--- src/shared/sfce_defs.svh ---
// constants for the status flag and condition block
`ifndef SFCE_DEFS_SVH
`define SFCE_DEFS_SVH

`define SFCE_W              32
`define SFCE_CC_O           4'h0
`define SFCE_CC_NO          4'h1
`define SFCE_CC_B           4'h2
`define SFCE_CC_AE          4'h3
`define SFCE_CC_E           4'h4
`define SFCE_CC_NE          4'h5
`define SFCE_CC_BE          4'h6
`define SFCE_CC_A           4'h7
`define SFCE_CC_S           4'h8
`define SFCE_CC_NS          4'h9
`define SFCE_CC_P           4'ha
`define SFCE_CC_NP          4'hb
`define SFCE_CC_L           4'hc
`define SFCE_CC_GE          4'hd
`define SFCE_CC_LE          4'he
`define SFCE_CC_G           4'hf
`define SFCE_FLAGS_RST      11'h000
`define SFCE_IDX_STEP       32'h0000_0001

`endif

--- src/shared/sfce_pkg.sv ---
// types for the status flag and condition block
package sfce_pkg;

    typedef struct packed {
        logic overflow_flag;
        logic sign_flag;
        logic zero_flag;
        logic adjust_flag;
        logic parity_flag;
        logic carry_flag;
    } sfce_arith_s;

    typedef struct packed {
        logic trap_flag;
        logic int_enable_flag;
        logic direction_flag;
        logic nested_task_flag;
        logic resume_flag;
    } sfce_ctrl_s;

    typedef enum logic [1:0] {
        SFCE_SZ_BYTE,
        SFCE_SZ_WORD,
        SFCE_SZ_DWORD
    } sfce_size_e;

    typedef enum logic [1:0] {
        SFCE_OP_ADD,
        SFCE_OP_SUB,
        SFCE_OP_LOGIC
    } sfce_op_e;

    typedef logic [3:0] sfce_cc_t;

endpackage

--- src/verilog/sfce_cond_eval.sv ---
// combinational condition subcode evaluator
`timescale 1ns/1ns
`include "sfce_defs.svh"
module sfce_cond_eval
    import sfce_pkg::*;
(
    // flags and subcode
    input  wire sfce_pkg::sfce_arith_s flags,
    input  wire sfce_pkg::sfce_cc_t    cc,
    // result
    output logic                       cond_true
);
    logic base;

    always_comb
    begin
        base = 1'b0;
        case (cc[3:1])
            3'h0: base = flags.overflow_flag;
            3'h1: base = flags.carry_flag;
            3'h2: base = flags.zero_flag;
            3'h3: base = flags.carry_flag | flags.zero_flag;
            3'h4: base = flags.sign_flag;
            3'h5: base = flags.parity_flag;
            3'h6: base = flags.sign_flag ^ flags.overflow_flag;
            3'h7: base = (flags.sign_flag ^ flags.overflow_flag) | flags.zero_flag;
            default: base = 1'b0;
        endcase
        cond_true = base ^ cc[0];
    end
endmodule

--- src/verilog/sfce_flag_calc.sv ---
// arithmetic flag computation from a result
`timescale 1ns/1ns
`include "sfce_defs.svh"
module sfce_flag_calc
    import sfce_pkg::*;
#(
    parameter int W = `SFCE_W
)
(
    // operands
    input  wire logic [W-1:0]          op_a,
    input  wire logic [W-1:0]          op_b,
    input  wire logic                  carry_in,
    input  wire sfce_pkg::sfce_op_e    op,
    input  wire sfce_pkg::sfce_size_e  size,
    // outputs
    output logic [W-1:0]               result,
    output sfce_pkg::sfce_arith_s      flags
);
    logic [W:0]   sum;
    logic [W-1:0] b_eff;
    logic [4:0]   low_sum;
    int           msb;
    logic         c_msb;
    logic         a_s;
    logic         b_s;
    logic         r_s;

    always_comb
    begin
        msb = W - 1;
        if (size == SFCE_SZ_BYTE)
            msb = 7;
        else if (size == SFCE_SZ_WORD)
            msb = 15;
        b_eff = (op == SFCE_OP_SUB) ? ~op_b : op_b;
        sum = {1'b0, op_a} + {1'b0, b_eff} + {{W{1'b0}}, carry_in ^ (op == SFCE_OP_SUB)};
        low_sum = {1'b0, op_a[3:0]} + {1'b0, b_eff[3:0]}
                + {4'h0, carry_in ^ (op == SFCE_OP_SUB)};
        result = (op == SFCE_OP_LOGIC) ? op_a : sum[W-1:0];
        // carry into the bit above the size, not that bit of the full sum
        if (msb + 1 < W)
            c_msb = sum[msb+1] ^ op_a[msb+1] ^ b_eff[msb+1];
        else
            c_msb = sum[W];
        a_s = op_a[msb];
        b_s = b_eff[msb];
        r_s = result[msb];
        flags = '0;
        if (op != SFCE_OP_LOGIC)
        begin
            flags.overflow_flag = (a_s == b_s) && (r_s != a_s);
            // carry or borrow out of msb
            flags.carry_flag = c_msb ^ (op == SFCE_OP_SUB);
            flags.adjust_flag = low_sum[4] ^ (op == SFCE_OP_SUB);
        end
        flags.sign_flag = r_s;
        flags.zero_flag = 1'b1;
        for (int i = 0; i < W; i++)
            if (i <= msb && result[i])
                flags.zero_flag = 1'b0;
        flags.parity_flag = ~^result[7:0];
    end
endmodule

--- src/verilog/sfce_core.sv ---
// flag register, control flags and condition evaluation
// What this block does
// - overflow set when signed result does not fit the operand size
// - sign flag copies result most significant bit
// - zero flag set when every result bit within the operand size is zero
// - adjust flag on carry or borrow across low four bits
// - parity flag set when low byte has even ones
// - carry flag on carry or borrow at the top bit
// - trap flag set raises debug trap after every instruction retired while resume flag is clear
// - maskable interrupts accepted only while interrupt enable set
// - direction flag set decrements index registers, clear increments
// - nested task flag records task chaining for task return
// - resume flag suppresses debug exceptions while set
// - four bit subcode, odd codes invert; overflow, sign, parity tests
// - unsigned below, equal, below-or-equal tests on carry and zero
// - codes 1100 and 1101 test sign xor overflow
// - codes 1110 and 1111 test sign xor overflow or zero
// - unsigned conditions use only carry and zero
// - signed conditions use sign, overflow and zero
`timescale 1ns/1ns
`include "sfce_defs.svh"
module sfce_core
    import sfce_pkg::*;
#(
    parameter int W = `SFCE_W
)
(
    // clock and reset
    input  wire logic                  sys_clk,
    input  wire logic                  rst_n,
    // alu operation
    input  wire logic                  alu_valid,
    input  wire logic [W-1:0]          alu_a,
    input  wire logic [W-1:0]          alu_b,
    input  wire sfce_pkg::sfce_op_e    alu_op,
    input  wire sfce_pkg::sfce_size_e  alu_size,
    input  wire logic                  alu_use_carry,
    output logic [W-1:0]               alu_result,
    // flag loads
    input  wire logic                  arith_load,
    input  wire sfce_pkg::sfce_arith_s arith_load_val,
    input  wire logic                  ctrl_load,
    input  wire sfce_pkg::sfce_ctrl_s  ctrl_load_val,
    // instruction retire and interrupts
    input  wire logic                  insn_retire,
    input  wire logic                  intr_req,
    output logic                       intr_accept,
    output logic                       debug_trap,
    input  wire logic                  debug_exc_req,
    output logic                       debug_exc_take,
    // task switch
    input  wire logic                  task_nest_enter,
    input  wire logic                  task_return,
    output logic                       task_return_nested,
    // string index stepping
    input  wire logic                  str_step,
    input  wire logic [W-1:0]          src_index_in,
    input  wire logic [W-1:0]          dst_index_in,
    output logic [W-1:0]               source_index_register,
    output logic [W-1:0]               destination_index_register,
    // condition evaluation
    input  wire sfce_pkg::sfce_cc_t    cc,
    output logic                       cond_true,
    // flag state
    output sfce_pkg::sfce_arith_s      arith_flags,
    output sfce_pkg::sfce_ctrl_s       ctrl_flags
);
    sfce_arith_s arith_r;
    sfce_ctrl_s  ctrl_r;
    sfce_arith_s calc_flags;
    logic [W-1:0] calc_result;
    logic         trap_pend_r;
    logic [W-1:0] step;

    assign arith_flags = arith_r;
    assign ctrl_flags  = ctrl_r;
    assign step        = W'(`SFCE_IDX_STEP);

    // ----------------------------------------
    // flag computation
    // ----------------------------------------
    sfce_flag_calc #(.W(W)) u_calc
    (
        .op_a     (alu_a),
        .op_b     (alu_b),
        .carry_in (alu_use_carry & arith_r.carry_flag),
        .op       (alu_op),
        .size     (alu_size),
        .result   (calc_result),
        .flags    (calc_flags)
    );

    always_ff @(posedge sys_clk or negedge rst_n)
    begin
        if (!rst_n)
            alu_result <= '0;
        else if (alu_valid)
            alu_result <= calc_result;
    end

    // ----------------------------------------
    // arithmetic flag register
    // ----------------------------------------
    // flags latched from alu
    always_ff @(posedge sys_clk or negedge rst_n)
    begin
        if (!rst_n)
            arith_r <= '0;
        else if (alu_valid)
            arith_r <= calc_flags;
        else if (arith_load)
            arith_r <= arith_load_val;
    end

    // ----------------------------------------
    // control flag register
    // ----------------------------------------
    always_ff @(posedge sys_clk or negedge rst_n)
    begin
        if (!rst_n)
            ctrl_r <= '0;
        else if (ctrl_load)
            ctrl_r <= ctrl_load_val;
        else
        begin
            if (task_nest_enter)
                ctrl_r.nested_task_flag <= 1'b1;
            else if (task_return)
                ctrl_r.nested_task_flag <= 1'b0;
            // resume cleared after an instruction completes
            if (insn_retire)
                ctrl_r.resume_flag <= 1'b0;
        end
    end

    // ----------------------------------------
    // single step and debug
    // ----------------------------------------
    // trap after each retired instruction
    always_ff @(posedge sys_clk or negedge rst_n)
    begin
        if (!rst_n)
            trap_pend_r <= 1'b0;
        else
            trap_pend_r <= insn_retire & ctrl_r.trap_flag & ~ctrl_r.resume_flag;
    end
    assign debug_trap = trap_pend_r;

    assign debug_exc_take = debug_exc_req & ~ctrl_r.resume_flag;

    assign intr_accept = intr_req & ctrl_r.int_enable_flag;

    assign task_return_nested = task_return & ctrl_r.nested_task_flag;

    // ----------------------------------------
    // string index stepping
    // ----------------------------------------
    // direction selects step sign
    always_ff @(posedge sys_clk or negedge rst_n)
    begin
        if (!rst_n)
        begin
            source_index_register      <= '0;
            destination_index_register <= '0;
        end
        else if (str_step)
        begin
            if (ctrl_r.direction_flag)
            begin
                source_index_register      <= src_index_in - step;
                destination_index_register <= dst_index_in - step;
            end
            else
            begin
                source_index_register      <= src_index_in + step;
                destination_index_register <= dst_index_in + step;
            end
        end
    end

    // ----------------------------------------
    // condition evaluation
    // ----------------------------------------
    // same cycle result
    sfce_cond_eval u_cond
    (
        .flags     (arith_r),
        .cc        (cc),
        .cond_true (cond_true)
    );
endmodule

--- config.mk ---
export PLATFORM = sky130hd
export DESIGN_NAME = sfce_core
export DESIGN_NICKNAME = d
export VERILOG_FILES = /design/src/shared/sfce_pkg.sv /design/src/verilog/sfce_cond_eval.sv /design/src/verilog/sfce_flag_calc.sv /design/src/verilog/sfce_core.sv
export VERILOG_INCLUDE_DIRS = /design/src /design/src/shared
export SDC_FILE = /design/constraint.sdc
export NUM_CORES = 1
export LEC_CHECK = 0
export BUFFER_PORTS_ARGS = -buffer_cell sky130_fd_sc_hd__buf_2
export CAP_MARGIN = 20
export CORE_ASPECT_RATIO = 1.75
export CORE_UTILIZATION = 25
export CTS_BUF_LIST = sky130_fd_sc_hd__clkbuf_8
export CTS_CLUSTER_DIAMETER = 100
export CTS_CLUSTER_SIZE = 16
export DETAILED_ROUTE_END_ITERATION = 12
export GPL_ROUTABILITY_DRIVEN = 0
export HOLD_SLACK_MARGIN = 0.03
export PLACE_DENSITY_LB_ADDON = 0.05
export SKIP_CTS_REPAIR_TIMING = 1
export SLEW_MARGIN = 10
export SYNTH_ARGS = -nofsm -noshare
export SYNTH_HDL_FRONTEND = slang
export SYNTH_SLANG_ARGS = --single-unit
--- constraint.sdc ---
create_clock -name sys_clk -period 6 [get_ports sys_clk]
set_input_delay 1.2 -clock sys_clk [delete_from_list [all_inputs] [get_ports sys_clk]]
set_output_delay 1.2 -clock sys_clk [all_outputs]
set_load 0.02 [all_outputs]
==> results.md, run 1 <==
* Final Total Pwr at 3360 uW
* Top FF cell, synth: dfrtp_1
* Tightest slew margin relative to the limit at 33.7%
* Global-route wire length before repair at 53300 um
* Initial core utilization at 25.4%
* Hold path startpoint: destination_index_register[12]
* Class of the tightest hold or removal check: register to register
* Max Root-Sink Buffers at 2
* Post-Syn Nets at 1324
* Pre-antenna DRT Iters at 4
* Ports placed on the boundary at 271
* Detail-routed net length per standard cell at 19.5 um
* Share of the cycle needed by the critical path after routing at 84.8%
* Yosys synthesis warning count at 0
* Height of the die at 261 um
* Vias per inst at 4.96
* Residual overflow from global routing at 0
* Endpoint of the worst hold-timing path: destination_index_register[12]
* Number of antenna violations at the first check in global routing at 3
* Reg2reg setup slack at 1430 ps
* Clock Latency Late Sink at 430 ps
* Via count at 9020
* Standard-cell row count at 94
* Required time worst endpoint at 6330 ps
* Number of enable flip-flop cells after synthesis at 0
* DRC errors left at 0
* Post-Syn Area at 9590 um2
* Count of cell types in the netlist at 83
* Number of max-cap violations at 0
* Cells on worst reg2reg path at 15
* Pin slew with the least headroom to its limit at 994 ps
* Total track usage at 18.3%
* Horizontal extent of the die at 150 um
* Inserted Clock Buffers at 9
* Seq/Total Area, Yosys at 28.2%
* Maximum level of the CTS H-tree at 3
* Clock Sinks at 108
* Highest achievable clock rate at 197 MHz
* Type of destination of the critical path: register
* Final Skew at 11.0 ps
* Final max-slew violation count at 0
* CTS tree: yes
* Arrival time worst endpoint at 5420 ps
* Maximum VDD drop at 0.000103 V
* PortBufs at 270
* Total core area at 37800 um2
* HPWL after detailed placement at 29200 um
* Total Nets Final at 1587
* Crit start category: input port
* Final Hold Viols at 0
* Root Buffer Master: clkbuf_8
* Layout overhead on the synthesized area at 22.8%
* Worst hold-check slack at 485 ps
* Initial drt markers at 270
* WL final at 35500 um
* Number of setup violations in the final report at 0
* Reg-to-Reg Start: arith_flags[0]
* Fraction of layout instances using a drive strength above 1 at 28.4%
* Total leakage power at 0.00551 uW
* Final critical path time including I/O delays and setup at 5090 ps
* Run status: finished, final reports clean
* Post-synth ARST share at 100%
* Mapped Avg Cell Area at 8.97 um2
* Number of synthesized register bits at 108
* Unrepaired setup endpoints after global routing: no
* Clock edge transition at the registers on the reported setup and hold paths at 120 ps
* Via count of the first global-routing pass at 9456
* Most frequent cells in the layout: buf_2, a21oi_1, dfrtp_1, xnor2_1, ha_1
* Final antenna-violating net count at 0
* PD cells at 285 nW/um2
* Fillcell total at 4095
* Max Fanout on Critical Path at 6
* Count of mapped cells out of synthesis at 1069
* Die outline area at 39200 um2
* Maximum number of pins on one net before global-route repair at 64
* Most frequent standard cell in the layout excluding fill and tap cells: buf_2
* End of the worst register-to-register path: arith_flags[3]
* Critical Setup Path Class: input port to register
* Worst hold path depth at 1
* Total negative setup slack at 0 ps
==> cell families after synthesis <==
kind of cell	after synthesis	share of synthesized area, %
AOI/OAI and AO/OA	339	23.2
and+or+nand+nor	270	14.1
xor gates and xnor gates	120	11.0
DFF	108	28.2
adders and majority gates	96	12.8
muxes	70	8.00
buffers and inverters	66	2.67
==> how the worst max path moves through the flow <==
stage | startpoint | end | slack, ps | cells after the start
after CTS | alu_op[1] | arith_flags[3] | 850 | 16
after floorplan | alu_op[1] | arith_flags[3] | 680 | 17
after detailed placement | alu_op[1] | arith_flags[3] | 370 | 16
after global placement | alu_op[1] | arith_flags[3] | 410 | 16
final | alu_op[1] | arith_flags[3] | 910 | 16
after global routing | alu_op[1] | arith_flags[3] | 820 | 16
==> critical path, stage by stage <==
cell and delay (ps):
buf_2 140, nand2b_2 210, xnor2_1 150, fa_1 460, fa_1 450, a21o_1 220
a221oi_1 570, o21bai_1 110, a21o_1 210, xor2_1 370, mux2i_1 200, and4_1 210
and4_1 240, o211a_1 250, and4_1 210, a31o_1 210
==> cells in the mapped netlist (3+ instances only) <==
master | number | area (um2)
a211o_1 | 8 | 70.1
a211oi_1 | 17 | 128
a21boi_0 | 3 | 22.5
a21o_1 | 40 | 300
a21oi_1 | 111 | 556
a221oi_1 | 5 | 43.8
a31o_2 | 3 | 26.3
a31oi_1 | 12 | 75.1
a41oi_1 | 6 | 52.6
and2_1 | 5 | 31.3
and3_1 | 11 | 68.8
and4_1 | 6 | 52.6
clkbuf_1 | 29 | 109
dfrtp_1 | 108 | 2700
fa_1 | 4 | 80.1
ha_1 | 92 | 1150
inv_1 | 32 | 120
mux2_2 | 49 | 552
mux2i_1 | 20 | 200
nand2_1 | 56 | 210
nand2b_1 | 12 | 75.1
nand3_1 | 12 | 60.1
nand4_1 | 7 | 43.8
nor2_1 | 85 | 319
nor2b_1 | 20 | 125
nor3_1 | 25 | 125
nor3b_1 | 7 | 52.6
nor4_1 | 5 | 31.3
o211ai_1 | 13 | 97.6
o21a_1 | 15 | 113
o21ai_0 | 52 | 260
o21bai_1 | 7 | 52.6
o311ai_0 | 4 | 35.0
o31a_1 | 3 | 26.3
o31ai_1 | 5 | 37.5
or2_2 | 5 | 31.3
or3_1 | 3 | 18.8
xnor2_1 | 94 | 823
xor2_1 | 26 | 228
==> metal layers <==
metal	vias up	global-route usage, %	part of all wire [%]
met5	-	0	0.087
met4	4	6.54	2.8
met3	44	3.17	3.9
met2	209	38.6	59
met1	4290	16.7	34
li1	4473	-	-
==> power breakdown <==
group | leakage [uW] | total [uW] | switching (uW) | internal (uW)
Sequential | 0.00125 | 1020 | 108 | 914
Clock | 0.000124 | 578 | 305 | 273
Combinational | 0.00414 | 1760 | 1040 | 720
Total | 0.00551 | 3360 | 1450 | 1910
==> flip-flops by register name, summed over array words and instances, names as in the netlist <==
signal,flops
alu_result,32
destination_index_register,32
ctrl_flags,5
source_index_register,32
arith_flags,6
debug_trap,1
==> final cells by class <==
class	instances	area [um2]	area share, %
tap	480	601	5.10
sequential	108	2700	23.0
inverter	33	124	1.05
timing repair buffer	285	1470	12.5
multi-input combinational	895	6640	56.3
antenna	1	2.50	0.0213
clock buffer	12	165	1.40
clock inverter	4	77.6	0.659
==> through the flow <==
step	util, %	std cells	worst slack, ps	cell area (um2)
finish	31.2	1818	912	11800
global route	31.2	1818	824	11800
CTS	31.2	1817	852	11800
detailed placement	30.5	1801	367	11500
global placement	30.5	1801	410	11500
floorplan	-	1069	680	9590
No activity file was read; power rests on OpenSTA's default activity.
==> inputs of run 2 (changes only) <==
clock period = 4.45 ns   (was 6 ns; I/O delays follow)
==> run 2 against run 1 <==
  * The run now ends with negative setup slack left
  * Count of clock-buffer cells in the layout down 2
  * Global-route usage up 0.82 points
  * First-iteration DRC count down 4.4%
  * Via count up 3.9%
  * Power up 40%
  * Utilization up 2.4 points
  * Flip-flop and latch count unchanged
  * Sequential share of layout area down 1.6 points
  * Clock skew down 1.3 ps
  * Critical endpoint unchanged
  * Highest routed layer unchanged
==> results.md, run 2 (synthesis gave the netlist of run 1 again) <==
* Type of destination of the critical path: register
* Clock edge transition at the registers on the reported setup and hold paths at 110 ps (about the same)
* Core utilization of the finished layout at 33.6% (+2.4 points)
* Maximum VDD drop at 0.000117 V (+14%)
* Critical Setup Path Class: input port to register
* Share of the cycle needed by the critical path after routing at 100%
* Total Nets Final at 1692 (+6.6%)
* Horizontal extent of the die at 150 um (unchanged)
* Total track usage at 19.1% (+0.82 points)
* Highest achievable clock rate at 224 MHz
* Most frequent standard cell in the layout excluding fill and tap cells: buf_2
* Number of max-cap violations at 0 (unchanged)
* Total leakage power at 0.00606 uW (+10%)
* PortBufs at 270 (unchanged)
* Vias per inst at 4.87 (-1.8%)
* Max Root-Sink Buffers at 2 (unchanged)
* Cell area reported after detailed placement at 12300 um2 (+6.8%)
* Residual overflow from global routing at 0 (unchanged)
* Total core area at 37800 um2 (unchanged)
* Final Hold Viols at 0 (unchanged)
* Crit start category: input port
* Initial drt markers at 258 (-4.4%)
* Clock Sinks at 108 (unchanged)
* Final max-slew violation count at 0 (unchanged)
* Inserted Clock Buffers at 9 (unchanged)
* Ports placed on the boundary at 271 (unchanged)
* Final antenna-violating net count at 0 (unchanged)
* Dpl ws at -635 ps (-1000 ps)
* Detail-routed net length per standard cell at 19.4 um (-0.74%)
* Max Fanout on Critical Path at 6 (unchanged)
* Number of setup violations in the final report at 1 (+1)
* Final critical-path setup slack at -6.39 ps (-918 ps)
* Maximum number of pins on one net before global-route repair at 57 (-11%)
* Final critical path time including I/O delays and setup at 4460 ps
* Via count at 9372 (+3.9%)
* Registers with the most flip-flops: alu_result: 32 flops, destination_index_register: 32 flops, source_index_register: 32 flops
* Pre-antenna DRT Iters at 4 (unchanged)
* Pin slew with the least headroom to its limit at 955 ps (-39.5 ps)
* Initial core utilization at 25.4% (unchanged)
* PD cells at 373 nW/um2 (+30%)
* Height of the die at 261 um (unchanged)
* Number of antenna violations at the first check in global routing at 3 (unchanged)
* Most frequent cells in the layout: buf_2, buf_4, a21oi_1, dfrtp_1, ha_1
* Required time worst endpoint at 4820 ps (-1510 ps)
* HPWL after detailed placement at 30900 um (+6.0%)
* Global-route wire length before repair at 55500 um (+4.2%)
* Fraction of layout instances using a drive strength above 1 at 34.7% (+6.3 points)
* Run status: complete, but fails checks
* Via count of the first global-routing pass at 9871 (+4.4%)
* Unrepaired setup endpoints after global routing: yes
* Standard-cell row count at 94 (unchanged)
* Arrival time worst endpoint at 4830 ps (-590 ps)
* Tightest slew margin relative to the limit at 36.1% (+2.3 points)
* CTS tree: yes
* DRC errors left at 0 (unchanged)
* Final design instance area without fill at 12700 um2 (+7.6%)
* Violated checks: negative setup slack
* Layout overhead on the synthesized area at 32.1%
* Root Buffer Master: clkbuf_8
* Die outline area at 39200 um2 (unchanged)
* Final Skew at 9.64 ps (-1.31 ps)
* Class of the tightest hold or removal check: register to register
* Clock Latency Late Sink at 430 ps (about the same)
* WL final at 37300 um (+5.1%)
* Maximum level of the CTS H-tree at 3 (unchanged)
==> run 2: power by group <==
part / switching, uW / leakage, uW / internal (uW)
Clock: 424 / 0.000108 / 277
Combinational: 1480 / 0.00470 / 1170
Sequential: 141 / 0.00125 / 1230
==> run 2: area by class of cell <==
cell class                      count  area [um2]
Fill cell                        4050       25100
Sequential cell                   108        2700
Antenna cell                        2        5.00
Inverter                           33         124
Timing Repair Buffer              390        2290
Tap cell                          480         601
Multi-Input combinational cell    895        6750
Clock inverter                      6        61.3
Clock buffer                       10         138
==> run 2: routing by layer <==
layer / track usage (%) / vias up / routed length [um]
met5: 0 / - / 13
li1: - / 4675 / -
met3: 2.74 / 41 / 1420
met4: 8.53 / 2 / 1230
met2: 39.7 / 233 / 21900
met1: 17.7 / 4421 / 12700
==> run 2: final timing paths <==
kind	start	depth (start not counted)	endpoint	slack, ps
min	alu_result[25]	1	alu_result[25]	490
max in group asynchronous	rst_n	2	destination_index_register[31]	3040
max reg2reg	arith_flags[0]	16	arith_flags[3]	180
max	alu_op[1]	17	arith_flags[3]	-6
min reg2reg	alu_result[25]	1	alu_result[25]	490
min in group asynchronous	rst_n	1	source_index_register[26]	530
==> run 2: metrics by stage <==
stage | TNS [ps] | cells | hold slack (ps) | power (uW)
2_1_floorplan | -80.2 | 1069 | 570 | 2990
3_3_place_gp | -2230 | 1904 | 463 | 4040
3_5_place_dp | -2590 | 1904 | 470 | 4040
4_1_cts | -171 | 1920 | 497 | 4790
5_1_grt | -173 | 1924 | 512 | 5090
6_report | -6.39 | 1924 | 492 | 4720
==> run 2: worst max-delay path: stages <==
cell and delay [ps]:
buf_8 110, nand2b_4 170, xnor2_2 150, fa_2 390, fa_2 430, buf_6 130
a21o_1 190, a22oi_2 140, o211a_1 290, a211oi_4 140, xnor2_2 230, o21ai_2 80
a2111oi_2 370, or4b_4 520, nor4b_4 220, and4_1 230, a31o_1 140
==> inputs of run 3 (changes only) <==
CORE_MARGIN = 5   (was not set)
clock period = 3.9 ns   (was 4.45 ns; I/O delays follow)
==> run 3 against run 2 <==
  * The run still ends with negative setup slack left
  * Combinational power increased by 23%
  * Utilization increased by 2.1 points
  * Global-route usage decreased by 1.1 points
  * Setup slack got worse by 320 ps
  * Cell count increased by 4.8%
  * Largest power group unchanged
==> results.md, run 3 (synthesis gave the netlist of run 1 again) <==
* Critical path origin: alu_op[1]
* Fraction of layout instances using a drive strength above 1 at 40.2% (+5.6 points)
* Via count at 9705 (+3.6%)
* Tightest slew margin relative to the limit at 44.1% (+8.1 points)
* Height of the die at 269 um (+3.1%)
* Class of the tightest hold or removal check: input port to asynchronous set/reset pin
* Maximum number of pins on one net before global-route repair at 68 (+19%)
* Final Total Pwr at 5580 uW (+18%)
* Final design instance area without fill at 13600 um2 (+7.3%)
* Arrival time worst endpoint at 4590 ps (-240 ps)
* Vias per inst at 4.81 (-1.2%)
* Maximum VDD drop at 0.000142 V (+21%)
* Ports placed on the boundary at 271 (unchanged)
* Root Buffer Master: clkbuf_8
* Maximum level of the CTS H-tree at 3 (unchanged)
* Horizontal extent of the die at 158 um (+5.3%)
* Via count of the first global-routing pass at 10400 (+5.5%)
* Worst Setup EP: arith_flags[3]
* DRC errors left at 0 (unchanged)
* HPWL after detailed placement at 32700 um (+5.8%)
* Final critical-path setup slack at -328 ps (-321 ps)
* Total leakage power at 0.00654 uW (+7.9%)
* Total negative setup slack at -882 ps (-876 ps)
* Clock Sinks at 108 (unchanged)
* Total Nets Final at 1781 (+5.3%)
* CTS tree: yes
* Pre-antenna DRT Iters at 4 (unchanged)
* Registers with the most flip-flops: alu_result: 32 flops, destination_index_register: 32 flops, source_index_register: 32 flops
* WL final at 39000 um (+4.8%)
* Initial core utilization at 25.1% (-0.27 points)
* Crit start category: input port
* Inserted Clock Buffers at 9 (unchanged)
* Cell area reported after detailed placement at 13000 um2 (+5.3%)
* Final Skew at 26.7 ps (+17.1 ps)
* Total core area at 38200 um2 (+1.1%)
* Final Hold Viols at 0 (unchanged)
* Standard-cell row count at 95 (+1.1%)
* Number of max-cap violations at 0 (unchanged)
* Global-route wire length before repair at 58400 um (+5.2%)
* Run status: complete, but fails checks
* Residual overflow from global routing at 0 (unchanged)
* Pin slew with the least headroom to its limit at 829 ps (-125 ps)
* Max Root-Sink Buffers at 2 (unchanged)
* Total track usage at 18.0% (-1.1 points)
* Highest achievable clock rate at 237 MHz
* Most frequent cells in the layout: buf_2, buf_4, a21oi_1, dfrtp_1, ha_1
* Unrepaired setup endpoints after global routing: yes
* End of the worst register-to-register path: arith_flags[3]
* Reg2reg setup slack at -220 ps (-400 ps)
* Initial drt markers at 293 (+14%)
* Type of destination of the critical path: register
* Die outline area at 42500 um2 (+8.6%)
* Critical Setup Path Class: input port to register
* Required time worst endpoint at 4270 ps (-550 ps)
* Number of antenna violations at the first check in global routing at 1 (-2)
* Share of the cycle needed by the critical path after routing at 108%
* PD cells at 410 nW/um2 (+10%)
* Number of setup violations in the final report at 6 (+5)
* Final antenna-violating net count at 0 (unchanged)
* Violated checks: negative setup slack
* PortBufs at 270 (unchanged)
* Reg-to-Reg Start: arith_flags[0]
* Detail-routed net length per standard cell at 19.4 um (about the same)
* Clock Latency Late Sink at 430 ps (about the same)
* Final max-slew violation count at 0 (unchanged)
* Layout overhead on the synthesized area at 41.8%
* Final critical path time including I/O delays and setup at 4230 ps
* Clock edge transition at the registers on the reported setup and hold paths at 140 ps (+30 ps)
* Max Fanout on Critical Path at 6 (unchanged)
* Cells on worst reg2reg path at 15 (-1)
* Most frequent standard cell in the layout excluding fill and tap cells: buf_2
[run 3: cell types whose count changed in the layout (fill, tap and decap cells not counted), moves of 3 or more]
cell / delta
buf_4: +84
o21ai_0: -4
o21ai_1: +3
ha_1: -5
xnor2_2: +4
ha_4: +4
a21oi_1: -3
clkinv_4: +4
buf_12: +3
xnor2_1: -5
[run 3: how the worst min path moves through the flow]
stage | cells after the start | slack [ps] | endpoint
after floorplan | 0 | 480 | alu_result[0]
after global placement | 1 | 460 | destination_index_register[12]
after detailed placement | 1 | 470 | destination_index_register[12]
after CTS | 1 | 400 | source_index_register[25]
after global routing | 1 | 430 | source_index_register[25]
final | 1 | 420 | alu_result[15]
[run 3: area by class of cell]
type | instances | area (um2)
well taps | 485 | 607
clock buffers | 9 | 124
clock inverters | 7 | 61.3
flip-flops and latches | 108 | 2700
multi-input cells | 895 | 6970
repair buffers | 479 | 3000
inverters | 33 | 124
fillers | 4046 | 24600
diodes | 1 | 2.50
[run 3: where the power goes]
group          total (uW)  internal (uW)  switching, uW
Combinational        3260           1500           1760
Sequential           1570           1410            168
Clock                 741            245            496
[run 3: stage by stage]
stage	util [%]	cells	hold WS [ps]	worst slack [ps]
3_3_place_gp	34.0	1987	465	-1010
6_report	35.6	2017	416	-328
4_1_cts	34.5	2003	403	-550
5_1_grt	35.6	2017	431	-430
2_1_floorplan	-	1069	484	-492
3_5_place_dp	34.0	1987	467	-1010
[run 3: critical path, cell delays in order]
cell	delay (ps)
buf_8	100
nand2b_4	210
xnor2_4	180
fa_2	390
fa_2	420
a21o_1	210
a22oi_2	130
o211a_1	280
a211oi_4	140
xnor2_2	230
o21ai_2	80
a2111oi_2	350
or4b_4	500
nor4b_2	230
and4_1	220
a31o_1	140
[run 3: layer usage]
| metal | vias up | part of all wire (%) | global-route usage [%] | wire length (um) |
|---|---|---|---|---|
| met1 | 4565 | 34 | 17.1 | 13200 |
| met3 | 58 | 3.8 | 2.70 | 1500 |
| li1 | 4856 | - | - | - |
| met2 | 226 | 58 | 37.3 | 22700 |
| met5 | - | 0 | 0 | 0 |
| met4 | 0 | 4.2 | 7.31 | 1630 |
